`config.mk`:
```
export PLATFORM = sky130hd
export DESIGN_NAME = pcs_config_pins
export DESIGN_NICKNAME = d
export VERILOG_FILES = /design/src/pkg/pcs_pkg.sv /design/src/core/pcs_config_pins.sv
export SDC_FILE = /design/constraint.sdc
export NUM_CORES = 1
export LEC_CHECK = 0
export ABC_CLOCK_PERIOD_IN_PS = 1640
export BUFFER_PORTS_ARGS = -buffer_cell sky130_fd_sc_hd__buf_2
export CORE_ASPECT_RATIO = 0.7
export CORE_MARGIN = 2
export CORE_UTILIZATION = 35
export CTS_CLUSTER_DIAMETER = 80
export CTS_CLUSTER_SIZE = 10
export DETAILED_ROUTE_END_ITERATION = 8
export PLACE_DENSITY = 0.75
export SLEW_MARGIN = 10
export SYNTH_ARGS = -nofsm -noshare
export SYNTH_HDL_FRONTEND = slang
export SYNTH_SLANG_ARGS = --single-unit
```
`constraint.sdc`:
```
create_clock -name clk -period 1.64 [get_ports clk]
set_input_delay 0.164 -clock clk [delete_from_list [all_inputs] [get_ports clk]]
set_output_delay 0.164 -clock clk [all_outputs]
set_load 0.01 [all_outputs]
```
`src/pkg/pcs_pkg.sv`:
```
// Shared constants and types for the configuration strap pin block
package pcs_pkg;

    // Register offsets (byte addresses)
    localparam logic [7:0] PCS_CTRL_OFF   = 8'h00;
    localparam logic [7:0] PCS_STATUS_OFF = 8'h04;

    // Control register field positions
    localparam int PCS_CTRL_SPEED_BIT  = 0;
    localparam int PCS_CTRL_AN_BIT     = 1;
    localparam int PCS_CTRL_DUPLEX_BIT = 2;

    // Control register reset values
    localparam logic PCS_CTRL_SPEED_RST  = 1'h1;
    localparam logic PCS_CTRL_AN_RST     = 1'h1;
    localparam logic PCS_CTRL_DUPLEX_RST = 1'h0;

    // Status register field positions
    localparam int PCS_ST_SWMODE_BIT = 0;
    localparam int PCS_ST_SPEED_BIT  = 1;
    localparam int PCS_ST_AN_BIT     = 2;
    localparam int PCS_ST_DUPLEX_BIT = 3;
    localparam int PCS_ST_LOCK_BIT   = 4;
    localparam int PCS_ST_LINK_BIT   = 5;
    localparam int PCS_ST_SD_BIT     = 6;
    localparam int PCS_ST_IFMODE_LSB = 7;
    localparam int PCS_ST_REP_BIT    = 9;

    // MAC-side interface selection
    typedef enum logic [1:0]
    {
        PCS_IF_MII    = 2'b00,
        PCS_IF_SYM100 = 2'b01,
        PCS_IF_SER10  = 2'b10,
        PCS_IF_LP     = 2'b11
    } pcs_if_mode_t;

endpackage

```
`src/core/pcs_config_pins.sv`:
```
// Configuration strap and status pin logic with a small register port
`timescale 1ns/1ps
`default_nettype none

// Overview of operation
// The strap mode select level picks hardware mode when low and software mode when high.
// In hardware mode the speed pin is an input, low for 10 Mb/s and high for 100 Mb/s.
// In software mode the speed pin is driven low for 10 Mb/s and high for 100 Mb/s.
// In hardware mode the auto-negotiation pin is an input, high enabling it.
// In software mode the auto-negotiation pin is driven high when enabled, low when disabled.
// In hardware mode the duplex pin is an input, low for half and high for full duplex.
// In software mode the duplex pin is driven low while half duplex is configured.
// The descrambler lock output is high while lock is held and low otherwise.
// The link status pin is high while a link is up and low otherwise.
// Link status carries link state in MII or 10M serial mode and signal detect otherwise.
// Host interface select, link pulse select and speed together choose the MAC-side interface.
// Node/repeater select low means node operation and high means repeater operation.
// The board supplies the 25 MHz reference clock that runs this logic; the testbench stand-in clock runs at 40 MHz (25 ns period).
// The block is held in reset while the hardware reset pin is low.
// In software mode the duplex pin is driven high while full duplex is configured.
// In software mode the pins follow the internal control state and any change to it.
module pcs_config_pins
#(
    parameter int ADDR_W = 8
)
(
    input  wire logic              clk,
    input  wire logic              reset,
    input  wire logic              hw_reset_n,
    input  wire logic              strap_mode_select,
    input  wire logic              host_interface_select,
    input  wire logic              link_pulse_mode_select,
    input  wire logic              node_repeater_select,
    input  wire logic              speed_select_pin_in,
    output logic                   speed_select_pin_out,
    output logic                   speed_select_pin_oe,
    input  wire logic              autoneg_select_pin_in,
    output logic                   autoneg_select_pin_out,
    output logic                   autoneg_select_pin_oe,
    input  wire logic              duplex_select_pin_in,
    output logic                   duplex_select_pin_out,
    output logic                   duplex_select_pin_oe,
    input  wire logic              scrambler_lock_in,
    input  wire logic              link_up_in,
    input  wire logic              signal_detect,
    output logic                   descrambler_lock,
    output logic                   link_status_pin,
    output logic                   repeater_mode,
    output pcs_pkg::pcs_if_mode_t  if_mode,
    input  wire logic [ADDR_W-1:0] addr,
    input  wire logic [31:0]       wdata,
    input  wire logic              wr_stb,
    input  wire logic              rd_stb,
    output logic [31:0]            rdata
);
    import pcs_pkg::*;

    // Offsets must fit the address port; refused at elaboration
    if (ADDR_W < 3)
    begin
        $error("ADDR_W too small for the register map");
    end

    // Register hit decode, shared by write and read paths
    function automatic logic reg_hit(input logic [ADDR_W-1:0] a, input logic [7:0] off);
        reg_hit = (a == ADDR_W'(off));
    endfunction

    logic         rst_int;
    logic         sw_mode_ff;
    logic         host_if_ff;
    logic         lp_sel_ff;
    logic         repeater_ff;
    logic         ctrl_speed_ff;
    logic         ctrl_an_ff;
    logic         ctrl_duplex_ff;
    logic         cfg_speed_ff;
    logic         cfg_an_ff;
    logic         cfg_duplex_ff;
    logic         nxt_cfg_speed;
    logic         nxt_cfg_an;
    logic         nxt_cfg_duplex;
    pcs_if_mode_t if_mode_ff;
    pcs_if_mode_t nxt_if_mode;
    logic         link_sel;
    logic         lock_ff;
    logic         link_ff;
    logic [31:0]  status_word;
    logic [31:0]  nxt_rdata;
    logic [31:0]  rdata_ff;

    // reset pin combined
    assign rst_int = reset | ~hw_reset_n;

    // strap mode sampling
    // Straps track the pins during reset and freeze at release, so a late board settle is harmless
    always_ff @(posedge clk)
    begin
        if (rst_int)
        begin
            sw_mode_ff  <= strap_mode_select;
            host_if_ff  <= host_interface_select;
            lp_sel_ff   <= link_pulse_mode_select;
            repeater_ff <= node_repeater_select;
        end
    end

    // software control state
    always_ff @(posedge clk)
    begin
        if (rst_int)
        begin
            ctrl_speed_ff  <= PCS_CTRL_SPEED_RST;
            ctrl_an_ff     <= PCS_CTRL_AN_RST;
            ctrl_duplex_ff <= PCS_CTRL_DUPLEX_RST;
        end
        else if (wr_stb && reg_hit(addr, PCS_CTRL_OFF))
        begin
            ctrl_speed_ff  <= wdata[PCS_CTRL_SPEED_BIT];
            ctrl_an_ff     <= wdata[PCS_CTRL_AN_BIT];
            ctrl_duplex_ff <= wdata[PCS_CTRL_DUPLEX_BIT];
        end
    end

    // pins as inputs in hardware mode
    always_comb
    begin
        nxt_cfg_speed  = sw_mode_ff ? ctrl_speed_ff  : speed_select_pin_in;
        nxt_cfg_an     = sw_mode_ff ? ctrl_an_ff     : autoneg_select_pin_in;
        nxt_cfg_duplex = sw_mode_ff ? ctrl_duplex_ff : duplex_select_pin_in;
    end

    // Effective configuration
    always_ff @(posedge clk)
    begin
        if (rst_int)
        begin
            cfg_speed_ff  <= 1'h0;
            cfg_an_ff     <= 1'h0;
            cfg_duplex_ff <= 1'h0;
        end
        else
        begin
            cfg_speed_ff  <= nxt_cfg_speed;
            cfg_an_ff     <= nxt_cfg_an;
            cfg_duplex_ff <= nxt_cfg_duplex;
        end
    end

    // pins driven in software mode
    // Drivers stay off through reset so a strap resistor is never fought
    always_ff @(posedge clk)
    begin
        if (rst_int)
        begin
            speed_select_pin_out   <= 1'h0;
            autoneg_select_pin_out <= 1'h0;
            duplex_select_pin_out  <= 1'h0;
            speed_select_pin_oe    <= 1'h0;
            autoneg_select_pin_oe  <= 1'h0;
            duplex_select_pin_oe   <= 1'h0;
        end
        else
        begin
            speed_select_pin_out   <= cfg_speed_ff;
            autoneg_select_pin_out <= cfg_an_ff;
            duplex_select_pin_out  <= cfg_duplex_ff;
            speed_select_pin_oe    <= sw_mode_ff;
            autoneg_select_pin_oe  <= sw_mode_ff;
            duplex_select_pin_oe   <= sw_mode_ff;
        end
    end

    // interface selection
    always_comb
    begin
        if (!host_if_ff)
        begin
            nxt_if_mode = PCS_IF_MII;
        end
        else if (cfg_speed_ff)
        begin
            nxt_if_mode = PCS_IF_SYM100;
        end
        else if (lp_sel_ff)
        begin
            nxt_if_mode = PCS_IF_LP;
        end
        else
        begin
            nxt_if_mode = PCS_IF_SER10;
        end
    end

    always_ff @(posedge clk)
    begin
        if (rst_int)
        begin
            if_mode_ff <= PCS_IF_MII;
        end
        else
        begin
            if_mode_ff <= nxt_if_mode;
        end
    end

    // link status source
    always_comb
    begin
        case (if_mode_ff)
            PCS_IF_MII:    link_sel = link_up_in;
            PCS_IF_SER10:  link_sel = link_up_in;
            PCS_IF_SYM100: link_sel = signal_detect;
            PCS_IF_LP:     link_sel = signal_detect;
            default:       link_sel = 1'h0;
        endcase
    end

    // status outputs, low while held in reset
    always_ff @(posedge clk)
    begin
        if (rst_int)
        begin
            lock_ff <= 1'h0;
            link_ff <= 1'h0;
        end
        else
        begin
            lock_ff <= scrambler_lock_in;
            link_ff <= link_sel;
        end
    end

    // Status word and read data, zero outside the answer cycle
    always_comb
    begin
        status_word = 32'h0;
        status_word[PCS_ST_SWMODE_BIT] = sw_mode_ff;
        status_word[PCS_ST_SPEED_BIT]  = cfg_speed_ff;
        status_word[PCS_ST_AN_BIT]     = cfg_an_ff;
        status_word[PCS_ST_DUPLEX_BIT] = cfg_duplex_ff;
        status_word[PCS_ST_LOCK_BIT]   = lock_ff;
        status_word[PCS_ST_LINK_BIT]   = link_ff;
        status_word[PCS_ST_SD_BIT]     = signal_detect;
        status_word[PCS_ST_IFMODE_LSB +: 2] = if_mode_ff;
        status_word[PCS_ST_REP_BIT]    = repeater_ff;
        nxt_rdata = 32'h0;
        if (rd_stb && reg_hit(addr, PCS_CTRL_OFF))
        begin
            nxt_rdata[PCS_CTRL_SPEED_BIT]  = ctrl_speed_ff;
            nxt_rdata[PCS_CTRL_AN_BIT]     = ctrl_an_ff;
            nxt_rdata[PCS_CTRL_DUPLEX_BIT] = ctrl_duplex_ff;
        end
        else if (rd_stb && reg_hit(addr, PCS_STATUS_OFF))
        begin
            nxt_rdata = status_word;
        end
    end

    always_ff @(posedge clk)
    begin
        if (rst_int)
        begin
            rdata_ff <= 32'h0;
        end
        else
        begin
            rdata_ff <= nxt_rdata;
        end
    end

    // Outputs straight from flip-flops; R13 clk is the board reference
    assign descrambler_lock = lock_ff;
    assign link_status_pin  = link_ff;
    assign if_mode          = if_mode_ff;
    assign rdata            = rdata_ff;

    // node or repeater default
    assign repeater_mode = repeater_ff;
endmodule

`default_nettype wire

```
==> impl_metrics.json <==
{
  "vias": 787,
  "core_mm2": 0.00311,
  "insertion_delay_ns": 0.26,
  "worstSetupPathType": "primary input to flip-flop",
  "finalWirelength_um": 1880,
  "hp-start": "strap_mode_select",
  "gp_congestion": 0.721,
  "synth.avg_cell_area_um2": 10.7,
  "dp_hpwl_um": 1530,
  "start_util_pct": 36.2,
  "io_pins": 98,
  "ys_warn_count": 0,
  "status": "finished, final reports clean",
  "postRouteAntennaNets": 0,
  "report.final.hold_viol_count": 0,
  "whs_ns": 0.0703,
  "relSlewSlack_pct": 65.2,
  "die_area_mm2": 0.00369,
  "cts_tree": "built",
  "cts_resized": 0,
  "diodes": 0,
  "grt_pass1_vias": 648,
  "synthCells": 105,
  "cp_slowest_cell": "or4_4",
  "portBuffers": 46,
  "rr_worst_depth": 2,
  "slew_violations": 0,
  "finalCoreUtilization_pct": 44.1,
  "required_ns": 1.85,
  "yosys_most_used_dff": "dfxtp_1",
  "cts_sinks": 28,
  "cts_hold_buf": 0,
  "slowest_delay_ns": 0.58,
  "syn_area_mm2": 0.00112,
  "track_usage_pct": 10.5,
  "drt_iter0_drc": 32,
  "ys_types": 24,
  "rr_startpoint": "sw_mode_ff",
  "cap_viol_max_count": 0,
  "rsz0062_at_grt": "false",
  "period_share_pct": 74.1,
  "power.leakage_nw": 0.686,
  "dieWidth_um": 71.7,
  "critPathMaxFanout": 7,
  "grt_max_degree": 17,
  "nNetsFinal": 208,
  "synth_edf_count": 4,
  "path_cells": "buf_2, or4_4, nor4_4, and2_1",
  "drc": 0,
  "r2r_slack_ns": 0.77,
  "min_period_ns": 1.22,
  "setup_tns_ns": 0,
  "peakVddDrop_mv": 0.264,
  "grt_pass1_wl_um": 2900,
  "finClkSkew_ns": 0.00141,
  "root_buffer": "clkbuf_8",
  "cts_setup_buffers": 0,
  "setup_viol": 0,
  "max_slew.worst_pin.slew_ns": 0.518,
  "post_drt_wl_per_cell_um": 9.88,
  "clock_path_buffers": 2,
  "hp-class": "primary input to flip-flop",
  "holdPathStages": 1,
  "fmax_ghz": 0.823,
  "die_h_um": 51.4,
  "start_kind": "primary input",
  "worstReg2RegEnd": "cfg_an_ff",
  "grt_overflow": 0,
  "drive_gt1_share_pct": 35.5,
  "synth_seq_cells": 28,
  "firstDrtPassIters": 4,
  "power_mw": 1.30,
  "crit_path_end_kind": "flip-flop",
  "h-tree-depth": 1,
  "areaGrowthSynthToFinish_pct": 21.9,
  "cts_buffers": 3,
  "viasPerCell": 4.14,
  "crit_arrival_ns": 1.43,
  "antenna_found_initial": 0,
  "clk_pin_slew_ns": 0.09,
  "yosysSeqAreaShare_pct": 53.5,
  "rows": 17,
  "largest_reg_flops": 10,
  "power_density_mw_per_mm2": 952,
  "hold_end": "sw_mode_ff",
  "synthArstFlopShare_pct": 0
}
## stage by stage
stage	setup WS (ns)	std cells	area (um^2)
finish	0.424	190	1370
global placement	0.137	186	1300
floorplan	0.375	126	1200
CTS	0.400	190	1370
detailed placement	0.115	186	1300
global route	0.350	190	1370
## synth_stat cells, drive strengths merged (2+ instances only)
cell type / n / area share (%)
mux2i: 7 / 6.2
inv: 2 / 0.67
dfxtp: 24 / 43
a31oi: 2 / 1.1
or3: 2 / 1.6
nor4: 4 / 3.6
nor2: 10 / 3.3
buf: 24 / 16
and2: 12 / 6.7
edfxtp: 4 / 11
nor2b: 2 / 1.1
o21ai: 2 / 0.89
## routing by layer
layer | GRT usage, % | part of all wire [%]
met5 | 0 | 0
met1 | 13.0 | 45
met3 | 5.13 | 13
met2 | 17.3 | 42
met4 | 0.943 | 0.21
## final cells by class
| class | instances | area, um^2 |
|---|---|---|
| multi-input cells | 71 | 410 |
| repair buffers | 47 | 238 |
| clock buffers | 4 | 66.3 |
| fillers | 323 | 1740 |
| inverters | 2 | 7.51 |
| well taps | 38 | 47.5 |
| flip-flops and latches | 28 | 601 |
## cells in the final DEF, fill, tap and decap left out, types with 2 or more instances in the layout
master and count:
buf_2 46, dfxtp_1 24, conb_1 22, and2_1 12, nor2_1 10, mux2i_1 7, edfxtp_1 4, nor4_1 3
clkbuf_8 3, nor2b_1 2, inv_1 2, a31oi_1 2, o21ai_0 2
## power breakdown
group | internal, mW | switching (mW) | total, mW
clock | 0.265 | 0.197 | 0.462
combinational | 0.0477 | 0.0676 | 0.115
sequential | 0.716 | 0.0111 | 0.727
## how the worst max path moves through the flow
stage / start / endpoint / slack (ns) / depth (start not counted)
2_1_floorplan: addr[4] / rdata[0] / 0.38 / 3
3_5_place_dp: addr[4] / rdata[4] / 0.11 / 4
5_1_grt: addr[4] / rdata[4] / 0.35 / 4
4_1_cts: addr[4] / rdata[4] / 0.40 / 4
3_3_place_gp: addr[4] / rdata[3] / 0.14 / 4
6_report: addr[4] / rdata[4] / 0.42 / 4
## kinds of logic after synthesis
logic type             Yosys count  share of synthesized area, %
muxes                            7                          6.24
DFF                             28                          53.5
other                            1                         0.334
buffers and inverters           27                          17.0
AOI/OAI and AO/OA                6                          3.12
and+or+nand+nor                 36                          19.8
## critical path: cells and delay by family
kind	cells	cell delay, ns
buffers and inverters	1	0.10
and+or+nand+nor	3	1.16
No activity file was read; power rests on OpenSTA's default activity.
